==> config.mk <==
export PLATFORM = sky130hd
export DESIGN_NAME = eeprom_guard
export DESIGN_NICKNAME = d
export VERILOG_FILES = /design/src/common/eeprom_guard_pkg.sv /design/src/eeprom_pin_sync.sv /design/src/eeprom_guard.sv
export SDC_FILE = /design/constraint.sdc
export NUM_CORES = 1
export LEC_CHECK = 0
export ABC_AREA = 0
export ABC_CLOCK_PERIOD_IN_PS = 5100
export BUFFER_PORTS_ARGS = -buffer_cell sky130_fd_sc_hd__buf_2
export CORE_UTILIZATION = 50
export CTS_BUF_LIST = sky130_fd_sc_hd__clkbuf_4 sky130_fd_sc_hd__clkbuf_8
export DETAILED_ROUTE_END_ITERATION = 6
export PLACE_DENSITY_LB_ADDON = 0.25
export SYNTH_ARGS = -nofsm -noshare
export SYNTH_HDL_FRONTEND = slang
export SYNTH_SLANG_ARGS = --single-unit
==> constraint.sdc <==
create_clock -name CLK -period 5.1 [get_ports CLK]
set_input_delay 0.765 -clock CLK [delete_from_list [all_inputs] [get_ports CLK]]
set_output_delay 0.765 -clock CLK [all_outputs]
set_load 0.005 [all_outputs]
==> src/common/eeprom_guard_pkg.sv <==
// constants of the serial eeprom write-protect and status block
// assumes a 100 MHz system clock that oversamples every serial pin
package eeprom_guard_pkg;

    // ----------------------------------------------------------------
    // timing
    // ----------------------------------------------------------------
    localparam int CLK_PERIOD_NS = 10;
    localparam int TWC_MS = 5;
    // longest self-timed cycle, rounded down to whole clocks
    localparam int TWC_CYCLES = (TWC_MS * 1000000) / CLK_PERIOD_NS;
    localparam int TWC_CNT_W = 24;

    // ----------------------------------------------------------------
    // instruction codes
    // ----------------------------------------------------------------
    localparam logic [7:0] OP_ARRAY_READ = 8'h03;
    localparam logic [7:0] OP_ARRAY_WRITE = 8'h02;
    localparam logic [7:0] OP_CLEAR_LATCH = 8'h04;
    localparam logic [7:0] OP_SET_LATCH = 8'h06;
    localparam logic [7:0] OP_READ_STATE = 8'h05;
    localparam logic [7:0] OP_WRITE_STATE = 8'h01;

    // ----------------------------------------------------------------
    // status word fields
    // ----------------------------------------------------------------
    localparam int SR_BUSY = 0;
    localparam int SR_LATCH = 1;
    localparam int SR_BP_LO = 2;
    localparam int SR_BP_HI = 3;
    localparam int SR_HW_EN = 7;
    // nonvolatile triple {hw_guard_enable, block_guard_hi, block_guard_lo}
    localparam logic [2:0] NV_RESET = 3'h0;

    // ----------------------------------------------------------------
    // array geometry and guarded ranges
    // ----------------------------------------------------------------
    localparam int ADDR_W = 11;
    localparam logic [10:0] QUARTER_BASE = 11'h600;
    localparam logic [10:0] HALF_BASE = 11'h400;
    localparam logic [10:0] ARRAY_TOP = 11'h7ff;
    localparam int ADDR_BYTES = 2;

endpackage

==> src/eeprom_pin_sync.sv <==
// two-flop synchroniser for the asynchronous serial pins
// assumes pins are slow against CLK; reset loads a fixed idle level
`timescale 1ns/10ps
module eeprom_pin_sync
#(
    parameter int W = 1,
    parameter logic [W-1:0] IDLE = '0
)
(
    input wire logic CLK,
    input wire logic RST,
    input wire logic [W-1:0] D,
    output logic [W-1:0] Q
);

    logic [W-1:0] meta_reg;

    always_ff @(posedge CLK)
    begin
        if (RST)
        begin
            meta_reg <= IDLE;
            Q <= IDLE;
        end
        else
        begin
            meta_reg <= D;
            Q <= meta_reg;
        end
    end

endmodule

==> src/eeprom_guard.sv <==
// serial eeprom write latch, status word, block and pin guarding
// assumes all serial pins are asynchronous and oversampled by CLK;
// array storage itself lives outside and is told of started writes
`timescale 1ns/10ps
module eeprom_guard
#(
    parameter int WRITE_CYCLES = eeprom_guard_pkg::TWC_CYCLES,
    parameter logic [2:0] NV_INIT = eeprom_guard_pkg::NV_RESET
)
(
    input wire logic CLK,
    input wire logic RST,
    input wire logic CS_N,
    input wire logic SCK,
    input wire logic SI,
    input wire logic HOLD_N,
    input wire logic WP_N,
    output logic SO_OUT,
    output logic SO_OE,
    output logic BUSY,
    output logic ARRAY_WR_START,
    output logic [eeprom_guard_pkg::ADDR_W-1:0] ARRAY_WR_ADDR
);

    typedef enum logic [3:0]
    {
        ST_IDLE,
        ST_CMD,
        ST_CMD_DONE,
        ST_ADDR,
        ST_DATA,
        ST_STAT_IN,
        ST_STAT_DONE,
        ST_STAT_OUT,
        ST_IGNORE
    } state_e;

    if (WRITE_CYCLES < 1 || WRITE_CYCLES >= (1 << eeprom_guard_pkg::TWC_CNT_W))
    begin : g_bad_cycles
        $error("WRITE_CYCLES out of counter range");
    end

    // ----------------------------------------------------------------
    // guarded address decode
    // ----------------------------------------------------------------
    function automatic logic guarded(input logic [1:0] bp,
                                     input logic [eeprom_guard_pkg::ADDR_W-1:0] a);
        logic hit;
        hit = 1'b0;
        unique case (bp)
            2'h0: hit = 1'b0;
            2'h1: hit = a >= eeprom_guard_pkg::QUARTER_BASE;
            2'h2: hit = a >= eeprom_guard_pkg::HALF_BASE;
            2'h3: hit = a <= eeprom_guard_pkg::ARRAY_TOP;
        endcase
        return hit;
    endfunction

    // ----------------------------------------------------------------
    // pin sampling and edge detection
    // ----------------------------------------------------------------
    logic [4:0] pins_s;
    logic cs_n_s, sck_s, si_s, hold_s, wp_n_s;
    logic sck_d_reg, cs_d_reg;
    logic sck_rise, sck_fall, cs_fall, cs_rise;

    eeprom_pin_sync #(.W(5), .IDLE(5'h17)) u_sync
    (
        .CLK(CLK),
        .RST(RST),
        .D({CS_N, SCK, SI, HOLD_N, WP_N}),
        .Q(pins_s)
    );

    assign {cs_n_s, sck_s, si_s, hold_s, wp_n_s} = pins_s;

    always_ff @(posedge CLK)
    begin
        if (RST)
        begin
            sck_d_reg <= 1'b0;
            cs_d_reg <= 1'b1;
        end
        else
        begin
            sck_d_reg <= sck_s;
            cs_d_reg <= cs_n_s;
        end
    end

    assign sck_rise = sck_s & ~sck_d_reg;
    assign sck_fall = ~sck_s & sck_d_reg;
    assign cs_fall = ~cs_n_s & cs_d_reg;
    assign cs_rise = cs_n_s & ~cs_d_reg;

    // ----------------------------------------------------------------
    // selection and pause
    // ----------------------------------------------------------------
    logic active_reg, paused_reg;
    logic clk_rise_ok, clk_fall_ok;

    always_ff @(posedge CLK)
    begin
        if (RST)
            active_reg <= 1'b0;
        else if (cs_rise)
            active_reg <= 1'b0;
        else if (cs_fall)
            active_reg <= 1'b1;
    end

    always_ff @(posedge CLK)
    begin
        if (RST || cs_n_s)
            paused_reg <= 1'b0;
        else if (!paused_reg)
        begin
            if (!hold_s && (!sck_s || sck_fall))
                paused_reg <= 1'b1;
        end
        else if (hold_s && !sck_s)
            paused_reg <= 1'b0;
    end

    // pending pause (pin low, clock still high) already blocks edges
    assign clk_rise_ok = sck_rise & active_reg & ~cs_n_s & hold_s & ~paused_reg;
    assign clk_fall_ok = sck_fall & active_reg & ~cs_n_s & hold_s & ~paused_reg;

    // ----------------------------------------------------------------
    // serial protocol
    // ----------------------------------------------------------------
    state_e state_reg;
    logic [2:0] bit_cnt_reg;
    logic [6:0] shift_in_reg;
    logic [7:0] rx_byte;
    logic addr_hi_done_reg, data_seen_reg, op_set_reg;
    logic [2:0] pend_reg;
    logic [eeprom_guard_pkg::ADDR_W-1:0] addr_reg;
    logic busy_reg;

    assign rx_byte = {shift_in_reg, si_s};

    always_ff @(posedge CLK)
    begin
        if (RST)
        begin
            state_reg <= ST_IDLE;
            bit_cnt_reg <= 3'h0;
            shift_in_reg <= 7'h00;
            addr_hi_done_reg <= 1'b0;
            data_seen_reg <= 1'b0;
            op_set_reg <= 1'b0;
            pend_reg <= 3'h0;
            addr_reg <= '0;
        end
        else if (cs_fall)
        begin
            state_reg <= ST_CMD;
            bit_cnt_reg <= 3'h0;
            addr_hi_done_reg <= 1'b0;
            data_seen_reg <= 1'b0;
        end
        else if (cs_rise)
            state_reg <= ST_IDLE;
        else if (clk_rise_ok)
        begin
            bit_cnt_reg <= bit_cnt_reg + 3'h1;
            shift_in_reg <= rx_byte[6:0];
            if (state_reg == ST_CMD_DONE || state_reg == ST_STAT_DONE)
                state_reg <= ST_IGNORE;
            else if (bit_cnt_reg == 3'h7)
            begin
                unique case (state_reg)
                    ST_CMD:
                    begin
                        if (rx_byte == eeprom_guard_pkg::OP_READ_STATE)
                            state_reg <= ST_STAT_OUT;
                        else if (busy_reg)
                            state_reg <= ST_IGNORE;
                        else if (rx_byte == eeprom_guard_pkg::OP_SET_LATCH ||
                                 rx_byte == eeprom_guard_pkg::OP_CLEAR_LATCH)
                        begin
                            state_reg <= ST_CMD_DONE;
                            op_set_reg <= rx_byte == eeprom_guard_pkg::OP_SET_LATCH;
                        end
                        else if (rx_byte == eeprom_guard_pkg::OP_WRITE_STATE)
                            state_reg <= ST_STAT_IN;
                        else if (rx_byte == eeprom_guard_pkg::OP_ARRAY_WRITE)
                            state_reg <= ST_ADDR;
                        else
                            state_reg <= ST_IGNORE;
                    end
                    ST_ADDR:
                    begin
                        addr_hi_done_reg <= 1'b1;
                        if (!addr_hi_done_reg)
                            addr_reg[10:8] <= rx_byte[2:0];
                        else
                        begin
                            addr_reg[7:0] <= rx_byte;
                            state_reg <= ST_DATA;
                        end
                    end
                    ST_DATA:
                        data_seen_reg <= 1'b1;
                    ST_STAT_IN:
                    begin
                        pend_reg <= {rx_byte[eeprom_guard_pkg::SR_HW_EN],
                                     rx_byte[eeprom_guard_pkg::SR_BP_HI],
                                     rx_byte[eeprom_guard_pkg::SR_BP_LO]};
                        state_reg <= ST_STAT_DONE;
                    end
                    default:
                        state_reg <= state_reg;
                endcase
            end
        end
    end

    // ----------------------------------------------------------------
    // guarding, write cycle and latch
    // ----------------------------------------------------------------
    logic [2:0] nv_reg;
    logic latch_reg, kind_stat_reg;
    logic [eeprom_guard_pkg::TWC_CNT_W-1:0] cyc_cnt_reg;
    logic hw_guard, start_stat, start_arr, wr_done;
    logic [7:0] status_word;

    assign hw_guard = ~wp_n_s & nv_reg[2];
    assign start_stat = cs_rise & (state_reg == ST_STAT_DONE) & latch_reg & ~hw_guard;
    assign start_arr = cs_rise & (state_reg == ST_DATA) & data_seen_reg &
                       (bit_cnt_reg == 3'h0) & latch_reg &
                       ~guarded(nv_reg[1:0], addr_reg);
    assign wr_done = busy_reg & (cyc_cnt_reg == '0);

    always_ff @(posedge CLK)
    begin
        if (RST)
        begin
            busy_reg <= 1'b0;
            kind_stat_reg <= 1'b0;
            cyc_cnt_reg <= '0;
        end
        else if (start_stat || start_arr)
        begin
            busy_reg <= 1'b1;
            kind_stat_reg <= start_stat;
            cyc_cnt_reg <= eeprom_guard_pkg::TWC_CNT_W'(WRITE_CYCLES - 1);
        end
        else if (wr_done)
            busy_reg <= 1'b0;
        else if (busy_reg)
            cyc_cnt_reg <= cyc_cnt_reg - 1'b1;
    end

    always_ff @(posedge CLK)
    begin
        if (RST)
            nv_reg <= NV_INIT;
        else if (wr_done && kind_stat_reg)
            nv_reg <= pend_reg;
    end

    always_ff @(posedge CLK)
    begin
        if (RST)
            latch_reg <= 1'b0;
        else if (wr_done)
            latch_reg <= 1'b0;
        else if (cs_rise && state_reg == ST_CMD_DONE)
            latch_reg <= op_set_reg;
    end

    always_ff @(posedge CLK)
    begin
        if (RST)
        begin
            ARRAY_WR_START <= 1'b0;
            ARRAY_WR_ADDR <= '0;
        end
        else
        begin
            ARRAY_WR_START <= start_arr;
            if (start_arr)
                ARRAY_WR_ADDR <= addr_reg;
        end
    end

    assign BUSY = busy_reg;
    assign status_word = {nv_reg[2], 3'h0, nv_reg[1], nv_reg[0], latch_reg, busy_reg};

    // ----------------------------------------------------------------
    // serial output
    // ----------------------------------------------------------------
    logic [6:0] shift_out_reg;
    logic [2:0] out_cnt_reg;
    logic out_en_reg;

    always_ff @(posedge CLK)
    begin
        if (RST || cs_n_s)
        begin
            SO_OUT <= 1'b0;
            shift_out_reg <= 7'h00;
            out_cnt_reg <= 3'h0;
            out_en_reg <= 1'b0;
        end
        else if (clk_fall_ok && state_reg == ST_STAT_OUT)
        begin
            out_en_reg <= 1'b1;
            out_cnt_reg <= out_cnt_reg + 3'h1;
            if (out_cnt_reg == 3'h0)
            begin
                SO_OUT <= status_word[7];
                shift_out_reg <= status_word[6:0];
            end
            else
            begin
                SO_OUT <= shift_out_reg[6];
                shift_out_reg <= {shift_out_reg[5:0], 1'b0};
            end
        end
    end

    assign SO_OE = out_en_reg & ~cs_n_s & hold_s & ~paused_reg;
endmodule

# Yosys cells after proc, flatten, opt, wreduce, memory -nomap -nowiden

Index checks and enable logic that the tools add are counted.
Widths: inputs -> output; s select.

Bits in registers: 99
Bits in latches: 0
Bits in writable memories: 0
ROM bits: 0
Input port bits: 7
Output and inout port bits: 15
Memories kept: 0

Add/sub/neg operators: 3
Multipliers: 0
Divide/modulo/power cells: 0
$lt $le $gt $ge: 3
Equal/unequal tests: 19
Shift-type cells: 0
Multiplexer cells: 23
Bitwise logic cells: 40
Reductions and logical operators: 40

Operators by type and width:

| operator              | number |
|---|---|
| $mux 19               | 3 |
| $mux 4                | 8 |
| $and 1x1->1           | 25 |
| $eq 8x3->1 const B    | 3 |
| $logic_not 24->1      | 1 |
| $sub 24x1->24 const B | 1 |
| $ge 11x11->1 const B  | 2 |
| $eq 4x3->1 const B    | 4 |
| $not 1->1             | 15 |
| $reduce_and 7->1      | 2 |
| $pmux 4 s3            | 1 |
| $le 11x11->1 const B  | 1 |
| $reduce_and 5->1      | 2 |
| $mux 1                | 9 |
| $reduce_and 9->1      | 1 |
| $eq 4x2->1 const B    | 2 |
| $eq 8x1->1 const B    | 1 |
| $eq 8x2->1 const B    | 1 |
| $reduce_and 4->1      | 2 |
| $reduce_bool 4->1     | 2 |
| $reduce_or 2->1       | 4 |
| $mux 7                | 1 |
| $add 3x1->3 const B   | 2 |
| $logic_not 3->1       | 2 |
| other kinds (19)      | 33 |

# Logic depth before layout (Yosys ltp)

Gate-level depths: netlist of the first run.

Depth in word-level cells: 12
Depth in mapped cells: 8
Gate-level depth less buffers: 7

# By module

From an unflattened synthesis of the first run, not the netlist that was laid out.

Cells, all modules: 484
Area, all modules: 4367.9 sq um

Modules (own cells, without submodules):

| module          | instances | cells each | area each (sq um) |
|---|---|---|---|
| eeprom_guard    | 1         | 464        | 4105.2 |
| eeprom_pin_sync | 1         | 20         | 262.8 |

# Worst setup path after synthesis of the first run

Ideal clock, no wire load.

Path kind: flip-flop to flip-flop
Start: register u_sync.Q[4]
End: register addr_reg[0] (netlist bit)
Setup time: 0.128 ns
Arrival time: 1.813 ns
Path slack: 3.159 ns
Cell stages (with the launch flop): 9
Buffers on the path: 2
Clock period less this slack: 1.941 ns
Cell sequence: dfxtp_1 inv_1 ha_1 clkbuf_1 or2_2 nor4b_1 buf_2 mux2i_1 nor2_1

RTL lines:

| what                       | line                  | RTL |
|---|---|---|
| start, declared            | eeprom_pin_sync.sv:13 | `output logic [W-1:0] Q` |
| start signal, assigned     | eeprom_pin_sync.sv:28 | `Q <= meta_reg;` |
| $not 1->1                  | eeprom_guard.sv:93    | `assign cs_fall = ~cs_n_s & cs_d_reg;` |
| $and 1x1->1                | eeprom_guard.sv:93    |  |
| named net cs_fall          | eeprom_guard.sv:65    | `logic sck_rise, sck_fall, cs_fall, cs_rise;` |
| $not 1->1 (no line)        | n/a                   |  |
| $reduce_and 7->1 (no line) | n/a                   |  |
| end, declared              | eeprom_guard.sv:138   | `logic [eeprom_guard_pkg::ADDR_W-1:0] addr_reg;` |

The timed path passes the listed nets, and every way through them passes these cells.
A chain may end at the register's enable or synchronous reset.

# Worst setup path after layout of the first run

Start: register bit_cnt_reg[0]
End: register addr_reg[7] (netlist bit)

Cells in the longest elaborated chain, start to end: 2

RTL lines:

| what                       | line                | RTL |
|---|---|---|
| start, declared            | eeprom_guard.sv:133 | `logic [2:0] bit_cnt_reg;` |
| start signal, assigned     | eeprom_guard.sv:167 | `bit_cnt_reg <= bit_cnt_reg + 3'h1;` |
| $eq 3x3->1                 | eeprom_guard.sv:171 | `else if (bit_cnt_reg == 3'h7)` |
| $reduce_and 7->1 (no line) | n/a                 |  |

No other way between the ends.

==> impl_metrics.py, run 1 <==
metrics = {
    "status": {
        "status": "completed",
    },
    "power_and_ir_drop": {
        "powerDensity_nw_per_um2": 277,
        "p_leak_nw": 1.93,
        "vdd_drop_max_uv": 136,
    },
    "synthesis": {
        "syn_area_sq_um": 4380,
        "synth_largest_area_cell": "dfxtp_1",
        "synth_edf_count": 0,
        "avgSynthCellArea_sq_um": 9.12,
        "yosysWarnings": 0,
        "yosys.area.top_type_share": 0.453,
        "synth_cells": 480,
        "seq_area_frac_synth": 0.453,
        "async_reset_ff_frac": 0,
        "synth_nets": 496,
        "ys_top_cells_by_area": "dfxtp_1, mux2i_1, nor2_1",
        "ys_seq_elements": 99,
        "synth_cell_types": 56,
        "synth_ff_type": "dfxtp_1",
    },
    "clock_network": {
        "cts_setup_buffers": 0,
        "numCtsBuffers": 9,
        "cts_resized": 0,
        "cts_num_sinks": 99,
        "cts_tree": "built",
        "cts_hold_buf": 0,
        "htree_levels": 3,
        "cts.path.max_buffers": 2,
        "clockRootBuffer": "clkbuf_8",
        "clk_pin_slew_worst_paths_ns": 0.12,
        "worstSkewPairLatency_ns": 0.38,
    },
    "routing": {
        "firstDrtPassIters": 4,
        "routed_wl_mm": 8.79,
        "dr_total_vias": 3402,
        "drtIter0Drc": 134,
        "drc": 0,
        "wl_per_cell_um": 14.6,
        "vias_per_cell": 5.66,
        "postRouteAntennaNets": 0,
    },
    "finish": {
        "diodes": 0,
        "nets": 507,
        "fin_area_sq_um": 4750,
        "instances_no_fill": 601,
        "syn_to_final_growth_pct": 8.57,
        "largest_reg_flops": 24,
        "drive_gt1_frac": 0.135,
    },
    "critical_path": {
        "r2r_cells": 7,
        "slowest_delay_ns": 0.96,
        "regToRegEndpoint": "addr_reg[7]",
        "end_kind": "register",
        "cp_slowest_cell": "nor4b_2",
        "critical_path.most_common_cell": "ha_1",
        "r2r-start": "bit_cnt_reg[0]",
        "critPathRequiredTime_ns": 5.37,
        "r2r_setup_slack_ns": 2.46,
        "crit_fanout": 8,
        "crit_type": "reg2reg",
        "cp.arrival_ns": 2.90,
        "start_kind": "register",
        "worstPathCellList": "ha_1 > ha_1 > nand3b_1 > nor3b_1 > nor4b_2 > mux2i_1 > nor2_1",
    },
    "floorplan": {
        "die_h_um": 95.6,
        "pin_count": 22,
        "core_sq_um": 8340,
        "floorplan.initialDensity": 0.525,
        "fp.dieW_um": 95.6,
        "fp-row-count": 33,
        "die_area_sq_um": 9130,
    },
    "hold_path": {
        "hold_path_class": "reg2reg",
        "hold_path_startpoint": "u_sync.meta_reg[1]",
        "hold_path_end": "u_sync.Q[1]",
        "hold_depth": 1,
    },
    "global_routing": {
        "grt_pass1_vias": 3118,
        "grt_antenna_before_repair": 0,
        "gr-total-overflow": 0,
        "grt_max_degree": 48,
        "grt_usage": 0.207,
        "grt_pass1_wl_mm": 14.5,
    },
    "sta": {
        "max_freq_mhz": 379,
        "maxSlewHeadroom": 0.251,
        "whs_ns": 0.418,
        "period_minus_slack_ns": 2.64,
        "worst_clock_skew_ns": 0.0158,
        "fin_crit_sh": 0.517,
        "final.setup.tns_ns": 0,
        "setup_viol": 0,
        "rsz0062_at_grt": "false",
        "report.final.slew_viol_count": 0,
        "tightestPinTransition_ns": 1.12,
        "finalHoldViolCount": 0,
    },
    "placed_design": {
        "place_hpwl_mm": 6.06,
        "gp_congestion": 0.845,
        "dp.cells": 585,
        "placed_area_sq_um": 4550,
        "port_buffers": 21,
    },
    "flow_run": {
        "maxCapViolCount": 0,
    },
}
[cells by family after synthesis]
logic type,share of synthesized area
compound gates,0.111
flops,0.453
simple gates,0.258
mux,0.0915
buf+inv,0.0349
fa+ha+maj,0.0257
xor+xnor,0.0260
[cell usage after synthesis (2+ instances only)]
master	number
xor2_1	4
nor3_1	16
nor4b_1	2
nor4_1	6
nor3_2	2
a31oi_1	8
or2_2	13
nand2b_1	12
o31ai_1	6
nor2_1	65
or3_1	12
o21ai_1	5
a311oi_1	4
nand4_1	4
buf_2	2
nand4b_1	2
a21oi_1	27
nand3b_1	2
nor2b_1	7
o21ai_0	6
ha_1	9
or4b_2	2
or4_1	9
nor4bb_1	2
nor4_2	6
a211oi_1	7
a21o_1	2
clkbuf_1	19
dfxtp_1	99
inv_1	16
nor3b_1	2
xnor2_1	9
nand2_1	24
nand3_1	8
mux2i_1	40
[layout by cell type (no fill, tap or decap), types with 12 or more instances in the layout]
master,synthesis,layout
a21oi_1,27,27
buf_2,2,21
dfxtp_1,99,99
inv_1,16,16
mux2i_1,40,40
nand2_1,24,24
nand2b_1,12,12
nor2_1,65,65
nor3_1,16,16
or2_2,13,13
or3_1,12,12
[report_power, final]
part           switching [mW]  leakage [nW]  internal, mW
combinational          0.0199          1.03        0.0104
clock                   0.310        0.0994         0.195
sequential            0.00376         0.800         0.778
total                   0.333          1.93         0.983
[per-layer routing]
| layer | global-route usage | routed length (um) | vias up |
|---|---|---|---|
| met5 | 0 | 0 | - |
| li1 | - | - | 1735 |
| met1 | 0.259 | 4150 | 1598 |
| met2 | 0.345 | 4190 | 55 |
| met4 | 0.0672 | 136 | 0 |
| met3 | 0.0526 | 311 | 14 |
[critical path: cells and delay by family (launching register included)]
| kind | cells | cell delay [ns] |
|---|---|---|
| simple gates | 4 | 1.50 |
| fa+ha+maj | 2 | 0.35 |
| flops | 1 | 0.38 |
| mux | 1 | 0.30 |
[layout make-up]
cell class / count / area, sq um
clock buffers: 9 / 124
inverters: 16 / 60.1
fillers: 766 / 3590
well taps: 105 / 131
clock inverters: 7 / 80.1
multi-input cells: 342 / 2260
flip-flops and latches: 99 / 1980
repair buffers: 23 / 120
[stage by stage]
stage,util,worst slack [ns],power [mW]
finish,0.570,2.46,1.32
floorplan,-,3.16,0.821
global placement,0.545,2.61,0.829
detailed placement,0.545,2.49,0.830
CTS,0.570,2.48,1.33
global route,0.570,2.22,1.36
[how the worst max path moves through the flow]
stage,endpoint,slack (ns),cells past startpoint,start
after floorplan,addr_reg[0],3.16,8,u_sync.Q[4]
after detailed placement,addr_reg[7],2.49,7,bit_cnt_reg[0]
after global placement,addr_reg[4],2.61,6,u_sync.Q[4]
after global routing,addr_reg[3],2.22,7,bit_cnt_reg[0]
after CTS,addr_reg[7],2.48,7,bit_cnt_reg[0]
final,addr_reg[7],2.46,7,bit_cnt_reg[0]
No activity file was read; power rests on OpenSTA's default activity.
==> run 2: changes to the inputs <==
--- a/config.mk
+++ b/config.mk
@@ -6,7 +6,7 @@
 export NUM_CORES = 1
 export LEC_CHECK = 0
 export ABC_AREA = 0
-export ABC_CLOCK_PERIOD_IN_PS = 5100
+export ABC_CLOCK_PERIOD_IN_PS = 2380
 export BUFFER_PORTS_ARGS = -buffer_cell sky130_fd_sc_hd__buf_2
 export CORE_UTILIZATION = 50
 export CTS_BUF_LIST = sky130_fd_sc_hd__clkbuf_4 sky130_fd_sc_hd__clkbuf_8
==> constraint.sdc (replaced) <==
create_clock -name CLK -period 2.38 [get_ports CLK]
set_input_delay 0.357 -clock CLK [delete_from_list [all_inputs] [get_ports CLK]]
set_output_delay 0.357 -clock CLK [all_outputs]
set_load 0.005 [all_outputs]
==> run 2 against run 1 <==
Effect of this change: die area stayed put; global-route usage is 0.30 points higher; maximum frequency is 26% higher; clock-buffer cell count is 1 higher; sequential power is 110% higher; register-to-register slack worse by 2.2 ns; total power is 110% higher; critical endpoint is now cyc_cnt_reg[16]; sequential share of layout area is 0.90 points lower; largest cell class unchanged; clock power is 110% higher.
==> impl_metrics.py, run 2 (synthesized netlist as in run 1, its figures left out) <==
metrics = {
    "status": {
        "status": "completed",
    },
    "clock_network": {
        "cts_tree": "built",
        "worstSkewPairLatency_ns": 0.37,
        "cts.path.max_buffers": 2,
        "clockRootBuffer": "clkbuf_8",
        "cts_hold_buf": 0,
        "clk_pin_slew_worst_paths_ns": 0.11,
        "htree_levels": 3,
        "cts_setup_buffers": 0,
        "numCtsBuffers": 9,
        "cts_num_sinks": 99,
        "cts_resized": 0,
    },
    "routing": {
        "firstDrtPassIters": 4,
        "drc": 0,
        "routed_wl_mm": 8.77,
        "postRouteAntennaNets": 0,
        "wl_per_cell_um": 14.3,
        "dr_total_vias": 3449,
        "vias_per_cell": 5.61,
        "drtIter0Drc": 152,
    },
    "placed_design": {
        "gp_congestion": 0.872,
        "dp.cells": 599,
        "port_buffers": 21,
        "placed_area_sq_um": 4650,
        "place_hpwl_mm": 6.18,
    },
    "finish": {
        "mostFrequentLayoutCells": "dfxtp_1, nor2_1, mux2i_1",
        "syn_to_final_growth_pct": 11.0,
        "diodes": 0,
        "nets": 521,
        "final_common_cell": "dfxtp_1",
        "instances_no_fill": 615,
        "drive_gt1_frac": 0.159,
        "nFillCells": 760,
        "largest_reg_flops": 24,
        "fin_area_sq_um": 4860,
    },
    "sta": {
        "maxSlewHeadroom": 0.604,
        "rsz0062_at_grt": "false",
        "whs_ns": 0.162,
        "finalHoldViolCount": 0,
        "tightestPinTransition_ns": 0.589,
        "worst_clock_skew_ns": 0.0104,
        "fin_crit_sh": 0.882,
        "max_freq_mhz": 476,
        "report.final.slew_viol_count": 0,
        "setup_viol": 0,
        "period_minus_slack_ns": 2.10,
        "final.setup.tns_ns": 0,
    },
    "hold_path": {
        "hold_path_startpoint": "CS_N",
        "hold_path_class": "in2reg",
        "hold_depth": 2,
        "hold_path_end": "u_sync.meta_reg[4]",
    },
    "power_and_ir_drop": {
        "total_power_mw": 2.82,
        "vdd_drop_max_uv": 405,
        "powerDensity_nw_per_um2": 581,
        "p_leak_nw": 2.00,
    },
    "critical_path": {
        "cp_top_family": "simple AND/OR/NAND/NOR gates",
        "r2r_cells": 7,
        "cp.arrival_ns": 2.33,
        "crit_fanout": 5,
        "slowest_delay_ns": 0.59,
        "r2r_setup_slack_ns": 0.28,
        "worstPathCellList": "inv_1 > ha_1 > or4b_2 > nor4_2 > nor3_1 > xnor2_1 > a21oi_1",
        "critPathRequiredTime_ns": 2.61,
        "crit_type": "reg2reg",
        "end_kind": "register",
        "cp_slowest_cell": "or4b_2",
        "regToRegEndpoint": "cyc_cnt_reg[16]",
        "r2r-start": "cyc_cnt_reg[0]",
        "start_kind": "register",
        "path_buf_inv": 1,
    },
    "global_routing": {
        "grt_pass1_vias": 3152,
        "grt_max_degree": 52,
        "grt_antenna_before_repair": 0,
        "grt_usage": 0.209,
        "gr-total-overflow": 0,
        "grt_pass1_wl_mm": 14.9,
    },
    "floorplan": {
        "floorplan.initialDensity": 0.525,
        "fp.dieW_um": 95.6,
        "core_sq_um": 8340,
        "die_area_sq_um": 9130,
        "die_h_um": 95.6,
        "fp-row-count": 33,
        "pin_count": 22,
    },
    "flow_run": {
        "maxCapViolCount": 0,
    },
}
==> run 2: cell types whose count changed in the layout (fill, tap and decap cells not counted), sizes merged <==
cell,before,now
inv,19,20
clkinv,3,1
clkbuf,9,10
buf,23,37
==> run 2: final cells by class <==
type                            instances  area (sq um)  area share
Timing Repair Buffer                   37           225      0.0464
Tap cell                              105           131      0.0270
Clock inverter                          6          66.3      0.0136
Multi-Input combinational cell        342          2260       0.464
Sequential cell                        99          1980       0.408
Inverter                               16          60.1      0.0124
Clock buffer                           10           138      0.0283
==> run 2: report_power, final <==
| part | leakage [nW] | switching, mW | total, mW | internal (mW) |
|---|---|---|---|---|
| logic | 1.10 | 0.0431 | 0.0655 | 0.0224 |
| registers | 0.800 | 0.00774 | 1.67 | 1.67 |
| clock network | 0.102 | 0.640 | 1.08 | 0.444 |
==> run 2: per-stage QoR <==
stage          utilization  setup WS (ns)
2_1_floorplan            -          0.439
3_3_place_gp         0.558          0.337
3_5_place_dp         0.558          0.305
4_1_cts              0.583          0.283
5_1_grt              0.583         0.0524
6_report             0.583          0.281
==> run 2: how the worst max path moves through the flow <==
stage,startpoint,to,cells after the start,slack (ns)
after detailed placement,bit_cnt_reg[0],addr_reg[3],8,0.31
after CTS,cyc_cnt_reg[0],cyc_cnt_reg[16],7,0.28
after global placement,bit_cnt_reg[0],addr_reg[5],8,0.34
final,cyc_cnt_reg[0],cyc_cnt_reg[16],7,0.28
after floorplan,u_sync.Q[4],addr_reg[0],8,0.44
after global routing,bit_cnt_reg[0],addr_reg[7],8,0.05
==> run 2: metal layers <==
layer	GRT usage	part of all wire	vias to the layer above
met5	0	0	-
met4	0.0585	0.010	0
met2	0.342	0.48	58
li1	-	-	1754
met1	0.279	0.47	1627
met3	0.0455	0.037	10
